## src/serial_cfg_pkg.sv

```systemverilog
// Purpose: Constants and state types shared by the serial transceiver core
// Assumes: 32-bit APB, byte offsets below are word aligned
// Notes:   Field positions are bit indexes within each register
package serial_cfg_pkg;
  // ----------------------------------------
  // Register byte offsets
  // ----------------------------------------
  localparam logic [7:0] ADDR_DATA   = 8'h00;
  localparam logic [7:0] ADDR_STAT   = 8'h04;
  localparam logic [7:0] ADDR_CTLB   = 8'h08;
  localparam logic [7:0] ADDR_SHARED = 8'h0C;
  localparam logic [7:0] ADDR_DIVL   = 8'h10;
  // ----------------------------------------
  // Field positions
  // ----------------------------------------
  localparam int SEL_BIT   = 7;
  localparam int MODE_BIT  = 6;
  localparam int PEN_BIT   = 5;
  localparam int PODD_BIT  = 4;
  localparam int STOP_BIT  = 3;
  localparam int POL_BIT   = 0;
  localparam int RXEN_BIT  = 4;
  localparam int TXEN_BIT  = 3;
  localparam int CSZ2_BIT  = 2;
  localparam int RX9_BIT   = 1;
  localparam int TX9_BIT   = 0;
  localparam int RXC_BIT   = 7;
  localparam int TXI_BIT   = 5;
  localparam int PE_BIT    = 2;
  localparam int U2X_BIT   = 1;
  // ----------------------------------------
  // Reset values and timing counts
  // ----------------------------------------
  localparam logic [6:0]  FFC_RST    = 7'h06;
  localparam logic [11:0] DIV_RST    = 12'h000;
  localparam logic [3:0]  OS_NORM_M1 = 4'hF;
  localparam logic [3:0]  OS_FAST_M1 = 4'h7;
  localparam logic [3:0]  HALF_NORM  = 4'h7;
  localparam logic [3:0]  HALF_FAST  = 4'h3;
  // ----------------------------------------
  // State encodings
  // ----------------------------------------
  typedef enum logic [5:0] {
    T_IDLE = 6'h01, T_START = 6'h02, T_DATA = 6'h04,
    T_PAR = 6'h08, T_STOP = 6'h10, T_END = 6'h20
  } tx_state_t;
  typedef enum logic [4:0] {
    R_IDLE = 5'h01, R_START = 5'h02, R_DATA = 5'h04,
    R_PAR = 5'h08, R_STOP = 5'h10
  } rx_state_t;
endpackage : serial_cfg_pkg

```

## src/serial_frame_cfg.sv

```systemverilog
// Purpose: Frame format and baud configuration with a small serial engine
// Assumes: rxd synchronous to clk; APB master holds requests until pready
// Notes:   One wait state on every APB access
// Contract
// Received ninth bit readable at control B bit 1; read before data.
// Ninth transmit bit taken from control B bit 0; write before data.
// Shared-location write with bit 7 set updates frame format; reads 1.
// Shared-location write with bit 7 clear updates divisor high; reads 0.
// Mode bit 6 selects asynchronous when zero, synchronous when one.
// Parity field: 00 off, 01 reserved, 10 even, 11 odd.
// Transmitter computes and inserts parity in every frame when enabled.
// Receiver checks parity against odd select; mismatch sets parity error.
// Stop select bit 3 gives one or two transmitted stop bits.
// Receiver ignores stop count selection entirely.
// Three-bit size code gives 5 to 9 bits, both directions.
// Software keeps clock polarity zero in asynchronous mode.
// Sync polarity zero: transmit on rising, sample on falling; one swaps.
// Divisor is 12 bits: high register 4 bits, low register 8 bits.
// Writing divisor low reloads the prescaler at once.
// Software avoids changing the divisor during a frame.
// Divisor high bits 14:12 are read-only zero.
// Double speed cuts async prescale from 16 to 8.
// Unused upper data bits ignored on transmit, zero on receive.
// Async bit rate is clock over prescale times divisor plus one.
// Frame format writes never touch the divisor.
`timescale 1ns/1ps
module serial_frame_cfg (
  input  wire logic        clk,
  input  wire logic        resetn,
  input  wire logic        psel,
  input  wire logic        penable,
  input  wire logic        pwrite,
  input  wire logic [7:0]  paddr,
  input  wire logic [31:0] pwdata,
  output logic      [31:0] prdata,
  output logic             pready,
  output logic             pslverr,
  input  wire logic        rxd,
  output logic             txd,
  output logic             xck_out,
  output logic             xck_oe_n
);
  // ----------------------------------------
  // State
  // ----------------------------------------
  logic [6:0]  ffc_r, ffc_nxt;
  logic [11:0] div_r, div_nxt;
  logic        rxen_r, rxen_nxt, txen_r, txen_nxt, csz2_r, csz2_nxt;
  logic        tx9_r, tx9_nxt, u2x_r, u2x_nxt, shsel_r, shsel_nxt;
  logic [31:0] prdata_r, prdata_nxt;
  logic        pready_r, pready_nxt, pslverr_r, pslverr_nxt;
  logic [11:0] pre_r, pre_nxt;
  logic        xck_r, xck_nxt, xoe_n_r, xoe_n_nxt;
  logic [3:0]  txos_r, txos_nxt, rxos_r, rxos_nxt;
  serial_cfg_pkg::tx_state_t tst_r, tst_nxt;
  serial_cfg_pkg::rx_state_t rst_r, rst_nxt;
  logic [8:0]  tsh_r, tsh_nxt, rsh_r, rsh_nxt;
  logic [3:0]  tcnt_r, tcnt_nxt, rcnt_r, rcnt_nxt;
  logic        txd_r, txd_nxt, rpar_r, rpar_nxt;
  logic [7:0]  rdat_r, rdat_nxt;
  logic        rx9_r, rx9_nxt, rxv_r, rxv_nxt, perr_r, perr_nxt;
  // Decoded controls
  logic        acc, fin, wr, rd, hit, sync_m, pol, pen, podd, tick;
  logic        tstep, rsmp, tload, rdone;
  logic [3:0]  nbits, os_m1, half;
  logic [8:0]  mask;
  logic [7:0]  shared_rd;
  assign acc    = psel & penable & ~pready_r;
  assign fin    = psel & penable & pready_r;
  assign wr     = fin & pwrite;
  assign rd     = fin & ~pwrite;
  assign sync_m = ffc_r[serial_cfg_pkg::MODE_BIT];
  assign pol    = ffc_r[serial_cfg_pkg::POL_BIT];
  assign pen    = ffc_r[serial_cfg_pkg::PEN_BIT];
  assign podd   = ffc_r[serial_cfg_pkg::PODD_BIT];
  assign os_m1  = u2x_r ? serial_cfg_pkg::OS_FAST_M1 : serial_cfg_pkg::OS_NORM_M1;
  assign half   = u2x_r ? serial_cfg_pkg::HALF_FAST : serial_cfg_pkg::HALF_NORM;
  assign tick   = (pre_r == 12'h000);
  // Sync edges: change where xck equals polarity, sample on the other
  assign tstep  = sync_m ? (tick & (xck_r == pol)) : (tick & (txos_r == os_m1));
  assign rsmp   = sync_m ? (tick & (xck_r != pol)) : (tick & (rxos_r == os_m1));
  assign tload  = wr & (paddr == serial_cfg_pkg::ADDR_DATA) & txen_r & (tst_r == serial_cfg_pkg::T_IDLE);
  assign rdone  = rsmp & (rst_r == serial_cfg_pkg::R_STOP);
  assign shared_rd = shsel_r ? {4'h0, div_r[11:8]} : {1'b1, ffc_r};
  // Character size decode; reserved codes fall back to eight bits
  always_comb begin
    case ({csz2_r, ffc_r[2:1]})
      3'h0:    nbits = 4'h5;
      3'h1:    nbits = 4'h6;
      3'h2:    nbits = 4'h7;
      3'h7:    nbits = 4'h9;
      default: nbits = 4'h8;
    endcase
    for (int i = 0; i < 9; i++) begin
      mask[i] = (4'(i) < nbits);
    end
  end
  // ----------------------------------------
  // APB register file
  // ----------------------------------------
  // Registers commit at the pready edge only, so a held request acts once
  always_comb begin
    ffc_nxt = ffc_r;
    div_nxt = div_r;
    rxen_nxt = rxen_r;
    txen_nxt = txen_r;
    csz2_nxt = csz2_r;
    tx9_nxt = tx9_r;
    u2x_nxt = u2x_r;
    shsel_nxt = shsel_r;
    pready_nxt = acc;
    prdata_nxt = prdata_r;
    pslverr_nxt = pslverr_r;
    hit = 1'b1;
    case (paddr)
      serial_cfg_pkg::ADDR_DATA:   prdata_nxt = {24'h0, rdat_r};
      serial_cfg_pkg::ADDR_STAT:   prdata_nxt = {24'h0, rxv_r, 1'b0,
                                    tst_r == serial_cfg_pkg::T_IDLE, 2'b0, perr_r, u2x_r, 1'b0};
      serial_cfg_pkg::ADDR_CTLB:   prdata_nxt = {27'h0, rxen_r, txen_r, csz2_r,
                                    rx9_r, tx9_r};
      serial_cfg_pkg::ADDR_SHARED: prdata_nxt = {24'h0, shared_rd};
      serial_cfg_pkg::ADDR_DIVL:   prdata_nxt = {24'h0, div_r[7:0]};
      default: begin
        prdata_nxt = 32'h0000_0000;
        hit = 1'b0;
      end
    endcase
    if (acc) begin
      pslverr_nxt = ~hit;
    end else begin
      prdata_nxt = 32'h0000_0000;
      pslverr_nxt = 1'b0;
    end
    if (wr) begin
      case (paddr)
        serial_cfg_pkg::ADDR_STAT: u2x_nxt = pwdata[serial_cfg_pkg::U2X_BIT];
        serial_cfg_pkg::ADDR_CTLB: begin
          rxen_nxt = pwdata[serial_cfg_pkg::RXEN_BIT];
          txen_nxt = pwdata[serial_cfg_pkg::TXEN_BIT];
          csz2_nxt = pwdata[serial_cfg_pkg::CSZ2_BIT];
          tx9_nxt  = pwdata[serial_cfg_pkg::TX9_BIT];
        end
        serial_cfg_pkg::ADDR_SHARED: begin
          shsel_nxt = ~pwdata[serial_cfg_pkg::SEL_BIT];
          if (pwdata[serial_cfg_pkg::SEL_BIT]) begin
            ffc_nxt = pwdata[6:0];
          end else begin
            div_nxt[11:8] = pwdata[3:0];
          end
        end
        serial_cfg_pkg::ADDR_DIVL: div_nxt[7:0] = pwdata[7:0];
        default: ;
      endcase
    end
  end
  // ----------------------------------------
  // Baud prescaler and sync clock
  // ----------------------------------------
  // Down-counter of divisor plus one clocks per tick; a low write restarts it
  always_comb begin
    pre_nxt = tick ? div_r : pre_r - 12'h001;
    if (wr & (paddr == serial_cfg_pkg::ADDR_DIVL)) begin
      pre_nxt = {div_r[11:8], pwdata[7:0]};
    end
    xck_nxt = sync_m ? (xck_r ^ tick) : pol;
    // Follows the mode bit on the same edge, so the enable is a plain flop
    xoe_n_nxt = ~ffc_nxt[serial_cfg_pkg::MODE_BIT];
    txos_nxt = txos_r;
    if (!sync_m & tick) begin
      txos_nxt = (txos_r == os_m1) ? 4'h0 : txos_r + 4'h1;
    end
  end
  // ----------------------------------------
  // Transmitter
  // ----------------------------------------
  // State names the next bit to drive; it is driven at the step edge
  always_comb begin
    tst_nxt = tst_r;
    tsh_nxt = tsh_r;
    tcnt_nxt = tcnt_r;
    txd_nxt = txd_r;
    case (tst_r)
      serial_cfg_pkg::T_IDLE: begin
        txd_nxt = 1'b1;
        if (tload) begin
          tsh_nxt = {tx9_r, pwdata[7:0]} & mask;
          tst_nxt = serial_cfg_pkg::T_START;
        end
      end
      serial_cfg_pkg::T_START: if (tstep) begin
        txd_nxt = 1'b0;
        tcnt_nxt = 4'h0;
        tst_nxt = serial_cfg_pkg::T_DATA;
      end
      serial_cfg_pkg::T_DATA: if (tstep) begin
        txd_nxt = tsh_r[tcnt_r];
        tcnt_nxt = tcnt_r + 4'h1;
        if (tcnt_r == nbits - 4'h1) begin
          tst_nxt = pen ? serial_cfg_pkg::T_PAR : serial_cfg_pkg::T_STOP;
          tcnt_nxt = 4'h0;
        end
      end
      serial_cfg_pkg::T_PAR: if (tstep) begin
        txd_nxt = ^tsh_r ^ podd;
        tst_nxt = serial_cfg_pkg::T_STOP;
      end
      serial_cfg_pkg::T_STOP: if (tstep) begin
        txd_nxt = 1'b1;
        if (ffc_r[serial_cfg_pkg::STOP_BIT] & (tcnt_r == 4'h0)) begin
          tcnt_nxt = 4'h1;
        end else begin
          tst_nxt = serial_cfg_pkg::T_END;
        end
      end
      serial_cfg_pkg::T_END: if (tstep) begin
        tst_nxt = serial_cfg_pkg::T_IDLE;
      end
      default: tst_nxt = serial_cfg_pkg::T_IDLE;
    endcase
  end
  // ----------------------------------------
  // Receiver
  // ----------------------------------------
  // Async start is checked mid-bit to reject glitches; one stop bit only
  always_comb begin
    rst_nxt = rst_r;
    rsh_nxt = rsh_r;
    rcnt_nxt = rcnt_r;
    rpar_nxt = rpar_r;
    rxos_nxt = (!sync_m & tick) ? rxos_r + 4'h1 : rxos_r;
    if (rsmp) begin
      rxos_nxt = 4'h0;
    end
    rdat_nxt = rdat_r;
    rx9_nxt = rx9_r;
    perr_nxt = perr_r;
    rxv_nxt = rxv_r;
    if (rd & (paddr == serial_cfg_pkg::ADDR_DATA)) begin
      rxv_nxt = 1'b0;
    end
    case (rst_r)
      serial_cfg_pkg::R_IDLE: begin
        rxos_nxt = 4'h0;
        rsh_nxt = 9'h000;
        rcnt_nxt = 4'h0;
        if (rxen_r & !rxd) begin
          if (!sync_m) begin
            rst_nxt = serial_cfg_pkg::R_START;
          end else if (rsmp) begin
            rst_nxt = serial_cfg_pkg::R_DATA;
          end
        end
      end
      serial_cfg_pkg::R_START: if (tick & (rxos_r == half)) begin
        rxos_nxt = 4'h0;
        rst_nxt = rxd ? serial_cfg_pkg::R_IDLE : serial_cfg_pkg::R_DATA;
      end
      serial_cfg_pkg::R_DATA: if (rsmp) begin
        rsh_nxt[rcnt_r] = rxd;
        rcnt_nxt = rcnt_r + 4'h1;
        if (rcnt_r == nbits - 4'h1) begin
          rst_nxt = pen ? serial_cfg_pkg::R_PAR : serial_cfg_pkg::R_STOP;
        end
      end
      serial_cfg_pkg::R_PAR: if (rsmp) begin
        rpar_nxt = rxd;
        rst_nxt = serial_cfg_pkg::R_STOP;
      end
      serial_cfg_pkg::R_STOP: if (rsmp) begin
        rst_nxt = serial_cfg_pkg::R_IDLE;
      end
      default: rst_nxt = serial_cfg_pkg::R_IDLE;
    endcase
    // Completion wins over a same-cycle read clear
    if (rdone) begin
      rdat_nxt = rsh_r[7:0];
      rx9_nxt = rsh_r[8];
      perr_nxt = pen & ((^rsh_r ^ rpar_r) != podd);
      rxv_nxt = 1'b1;
    end
    if (!rxen_r) begin
      rst_nxt = serial_cfg_pkg::R_IDLE;
    end
  end
  // ----------------------------------------
  // Registers
  // ----------------------------------------
  always_ff @(posedge clk or negedge resetn) begin
    if (!resetn) begin
      ffc_r <= serial_cfg_pkg::FFC_RST;
      div_r <= serial_cfg_pkg::DIV_RST;
      {rxen_r, txen_r, csz2_r, tx9_r, u2x_r, shsel_r} <= 6'h00;
      prdata_r <= 32'h0000_0000;
      {pready_r, pslverr_r} <= 2'h0;
      pre_r <= serial_cfg_pkg::DIV_RST;
      {xck_r, rpar_r} <= 2'h0;
      xoe_n_r <= ~serial_cfg_pkg::FFC_RST[serial_cfg_pkg::MODE_BIT];
      {txos_r, rxos_r} <= 8'h00;
      tst_r <= serial_cfg_pkg::T_IDLE;
      rst_r <= serial_cfg_pkg::R_IDLE;
      {tsh_r, rsh_r} <= 18'h00000;
      {tcnt_r, rcnt_r} <= 8'h00;
      txd_r <= 1'b1;
      rdat_r <= 8'h00;
      {rx9_r, rxv_r, perr_r} <= 3'h0;
    end else begin
      ffc_r <= ffc_nxt;
      div_r <= div_nxt;
      {rxen_r, txen_r, csz2_r, tx9_r, u2x_r, shsel_r} <=
        {rxen_nxt, txen_nxt, csz2_nxt, tx9_nxt, u2x_nxt, shsel_nxt};
      prdata_r <= prdata_nxt;
      {pready_r, pslverr_r} <= {pready_nxt, pslverr_nxt};
      pre_r <= pre_nxt;
      {xck_r, rpar_r} <= {xck_nxt, rpar_nxt};
      xoe_n_r <= xoe_n_nxt;
      {txos_r, rxos_r} <= {txos_nxt, rxos_nxt};
      tst_r <= tst_nxt;
      rst_r <= rst_nxt;
      {tsh_r, rsh_r} <= {tsh_nxt, rsh_nxt};
      {tcnt_r, rcnt_r} <= {tcnt_nxt, rcnt_nxt};
      txd_r <= txd_nxt;
      rdat_r <= rdat_nxt;
      {rx9_r, rxv_r, perr_r} <= {rx9_nxt, rxv_nxt, perr_nxt};
    end
  end
  // Pin and bus outputs straight from flops; xck driven only in sync mode
  assign prdata   = prdata_r;
  assign pready   = pready_r;
  assign pslverr  = pslverr_r;
  assign txd      = txd_r;
  assign xck_out  = xck_r;
  assign xck_oe_n = xoe_n_r;
endmodule : serial_frame_cfg

```

## config.mk

```make
export PLATFORM = sky130hd
export DESIGN_NAME = serial_frame_cfg
export DESIGN_NICKNAME = d
export VERILOG_FILES = /design/src/serial_cfg_pkg.sv /design/src/serial_frame_cfg.sv
export SDC_FILE = /design/constraint.sdc
export NUM_CORES = 1
export LEC_CHECK = 0
export BUFFER_PORTS_ARGS = -buffer_cell sky130_fd_sc_hd__buf_4
export CAP_MARGIN = 10
export CORE_ASPECT_RATIO = 1.2
export CORE_MARGIN = 3
export CORE_UTILIZATION = 50
export CTS_CLUSTER_DIAMETER = 40
export DETAILED_ROUTE_END_ITERATION = 12
export GPL_ROUTABILITY_DRIVEN = 1
export HOLD_SLACK_MARGIN = 0.05
export PLACE_DENSITY = 0.79
export SETUP_SLACK_MARGIN = 0.2
export SLEW_MARGIN = 0
export SYNTH_ARGS = -nofsm -noshare
export SYNTH_HDL_FRONTEND = slang
export SYNTH_SLANG_ARGS = --single-unit
```

## constraint.sdc

```tcl
create_clock -name clk -period 3.2 [get_ports clk]
set_input_delay 0.48 -clock clk [delete_from_list [all_inputs] [get_ports clk]]
set_output_delay 0.48 -clock clk [all_outputs]
set_load 0.05 [all_outputs]
```

==> reports/qor.txt <==
First-pass DRT Iterations: 5
Mapped cell area: 6010 µm²
Deepest clock path buffer count: 2
EDFF count, synth: 0
Count of final max-slew check failures: 0
Highest clock rate: 0.380 GHz
Drt via density: 5.63
H-tree lvl count: 3
Area of the die: 13,400 µm²
Routed len/inst: 16.5 µm
Main synth FF type: sky130_fd_sc_hd__dfrtp_1
Max rail drop VDD: 312 µV
Adder-cell area share of the yosys netlist: 2.71%
Buffers on Ports: 34
X dimension of the die: 106 µm
Number of setup violations in the final report: 0
Final worst path period need: 2.63 ns
Class of the most critical hold timing path: in2async
Drc violations: 0
Share of cells above drive strength 1: 19.2%
Overall fraction of global-route tracks in use: 19.9%
Reg-to-Reg Start: pre_r[0]
Post-route ant nets: 0
Number of flip-flops and latches in the synthesized netlist: 107
Area share of the leading cell type in the synthesized netlist: 42.0%
Number of violations reported at the end of detailed-routing iteration 0: 316
Hold buffer count at CTS: 0
Synth area leaders: sky130_fd_sc_hd__dfrtp_1, sky130_fd_sc_hd__mux2_2, sky130_fd_sc_hd__nand2_1
Library cell used as clock root buffer: sky130_fd_sc_hd__clkbuf_16
Final wirelength: 13,000 µm
Post_cts resized: 0
Final sum of negative setup slack: 0 ns
Finished Core Util: 56.8%
Syn Area/Cell: 10.0 µm²
Via count: 4,461
Commonest non-fill, non-tap cell in the layout: sky130_fd_sc_hd__dfrtp_1
Fin worst setup slack: 0.571 ns
Status: finished, final reports clean
Clock tree from TritonCTS: built
Count of different cell masters after synthesis: 72
RD Place Congestion: 0.877
Post-synth top area cell: sky130_fd_sc_hd__dfrtp_1
Row count: 43
Count of filler cells inserted in the layout: 975
Clock latency on the worst-skew pair: 0.35 ns
Max-capacitance violation count: 0
Syn-to-layout area delta: 10.2%
Clock slew at reported path FFs: 0.07 ns
Post-detailed-placement half-perimeter wirelength: 9780 µm
Post-CTS setup buffers: 0
Via count of the first global-routing pass: 4,310
CP Max Fanout: 11
CP arrival: 2.87 ns
Capturing element type of the critical path: flop
Combinational family with the most area after synthesis: simple AND/OR/NAND/NOR gates
CORE AREA: 11,700 µm²
Antenna cell count: 0
Count of clock tree sinks: 107
Depth of the worst register-to-register path: 8
Floorplan die height: 126 µm
Clock skew after layout: 0.00777 ns
Number of antenna violations at the first check in global routing: 0
Overflow left after global routing: 0
Total power per unit cell area: 468 nW/µm²
Fraction of synthesized cell area in xor and xnor cells: 6.70%
Pin count of the biggest net entering global routing: 76
Global-route wire length before repair: 21,400 µm
Leak pwr: 3.02 nW
Post-synth ARST share: 100%
Type of element launching the critical path: flop
Clock buffer count from CTS: 9
Most used cells in the layout excluding fill and tap cells: sky130_fd_sc_hd__dfrtp_1, sky130_fd_sc_hd__nand2_1, sky130_fd_sc_hd__o21ai_0, sky130_fd_sc_hd__buf_4, sky130_fd_sc_hd__mux2_2
Reg-to-reg endpoint: tcnt_r[2]
Required time reported for the critical path endpoint: 3.44 ns
Synth Area in Simple Gates: 19.6%
Register-to-register setup slack: 0.57 ns
Multiplexer share of the synthesized area: 8.78%
Total I/O pin count: 83
Share of the synthesized area in compound gates (AO/OA/AOI/OAI): 12.0%
Final Hold Violating Endpoints: 0
Period Utilization, post-route: 82.1%
Least-Margin Pin Slew: 0.949 ns
RSZ-0062 raised after global routing: false
Sequential-to-total area share from yosys stat: 44.7%
Headroom to the max-slew limit: 36.7%
Crit path kind: reg2reg
Count of nets after finishing: 689
Starting density of the core: 51.5%
Cell count after synthesis: 601
Number of warning messages in the yosys log: 0
Pre-CTS setup slack: 0.587 ns
-- layout make-up --
cell class / instances / area (µm²) / area share, %
multi-input cells: 457 / 3090 / 46.6
flip-flops and latches: 107 / 2690 / 40.5
repair buffers: 41 / 308 / 4.65
clock buffers: 12 / 267 / 4.02
well taps: 157 / 196 / 2.96
inverters: 14 / 52.6 / 0.793
clock inverters: 4 / 31.3 / 0.472
-- state kept, by name, summed over array words and instances (netlist names), 4 cells and up --
name / count
div_r: 12
pre_r: 12
rsh_r: 9
tsh_r: 9
prdata: 8
rdat_r: 8
ffc_r: 7
tst_r: 6
rst_r: 5
rcnt_r: 4
rxos_r: 4
tcnt_r: 4
txos_r: 4
-- Yosys cell counts (7+ instances only) --
| master | count |
|---|---|
| sky130_fd_sc_hd__a21oi_1 | 17 |
| sky130_fd_sc_hd__a22oi_1 | 7 |
| sky130_fd_sc_hd__buf_4 | 26 |
| sky130_fd_sc_hd__clkbuf_1 | 16 |
| sky130_fd_sc_hd__dfrtp_1 | 101 |
| sky130_fd_sc_hd__ha_1 | 13 |
| sky130_fd_sc_hd__inv_1 | 14 |
| sky130_fd_sc_hd__mux2_2 | 36 |
| sky130_fd_sc_hd__mux2i_1 | 10 |
| sky130_fd_sc_hd__nand2_1 | 81 |
| sky130_fd_sc_hd__nand3_1 | 31 |
| sky130_fd_sc_hd__nand3b_1 | 11 |
| sky130_fd_sc_hd__nor2_1 | 33 |
| sky130_fd_sc_hd__o21ai_0 | 46 |
| sky130_fd_sc_hd__xnor2_1 | 26 |
| sky130_fd_sc_hd__xor2_1 | 20 |
-- where the power goes --
part / switching [W] / internal (W)
logic: 0.000301 / 0.000187
registers: 0.0000986 / 0.00142
clock network: 0.000499 / 0.000598
total: 0.000898 / 0.00221
-- layer usage --
| layer | wire length (µm) | global-route usage [%] | vias to the layer above |
|---|---|---|---|
| met5 | 0 | 0 | - |
| met4 | 171 | 6.10 | 0 |
| met3 | 480 | 3.33 | 13 |
| met2 | 6880 | 34.4 | 98 |
| met1 | 5510 | 25.7 | 2222 |
| li1 | - | - | 2128 |
-- metrics by stage --
step / total power (W) / cell area, µm² / hold WS [ns] / std cells
floorplan: 0.00189 / 6100 / 0.184 / 624
global placement: 0.00201 / 6330 / 0.467 / 776
detailed placement: 0.00203 / 6330 / 0.474 / 776
CTS: 0.00311 / 6630 / 0.321 / 792
global route: 0.00323 / 6630 / 0.338 / 792
finish: 0.00310 / 6630 / 0.273 / 792
-- how the worst max path moves through the flow --
stage / cells after the start / to / slack, ns / start
6_report: 8 / tcnt_r[2] / 0.57 / pre_r[0]
3_3_place_gp: 5 / tsh_r[0] / 0.61 / paddr[7]
2_1_floorplan: 8 / tst_r[0] / 0.88 / ffc_r[1]
4_1_cts: 8 / tcnt_r[2] / 0.57 / pre_r[0]
3_5_place_dp: 8 / tst_r[0] / 0.59 / pre_r[0]
5_1_grt: 8 / tcnt_r[2] / 0.41 / pre_r[0]
-- logic make-up after synthesis --
group,after synthesis
simple gates,218
flops,107
mux,47
other cells,1
xor+xnor,46
compound gates,109
fa+ha+maj,13
buf+inv,60
-- critical path: stages, from the launching register on --
cell	delay, ns
sky130_fd_sc_hd__dfrtp_1	0.40
sky130_fd_sc_hd__inv_1	0.09
sky130_fd_sc_hd__ha_1	0.14
sky130_fd_sc_hd__nor3b_1	0.33
sky130_fd_sc_hd__nand4_4	0.31
sky130_fd_sc_hd__a21oi_1	0.50
sky130_fd_sc_hd__a21bo_1	0.35
sky130_fd_sc_hd__o21bai_1	0.19
sky130_fd_sc_hd__a21o_1	0.19
Note: power is estimated with default switching activity, not from simulation.
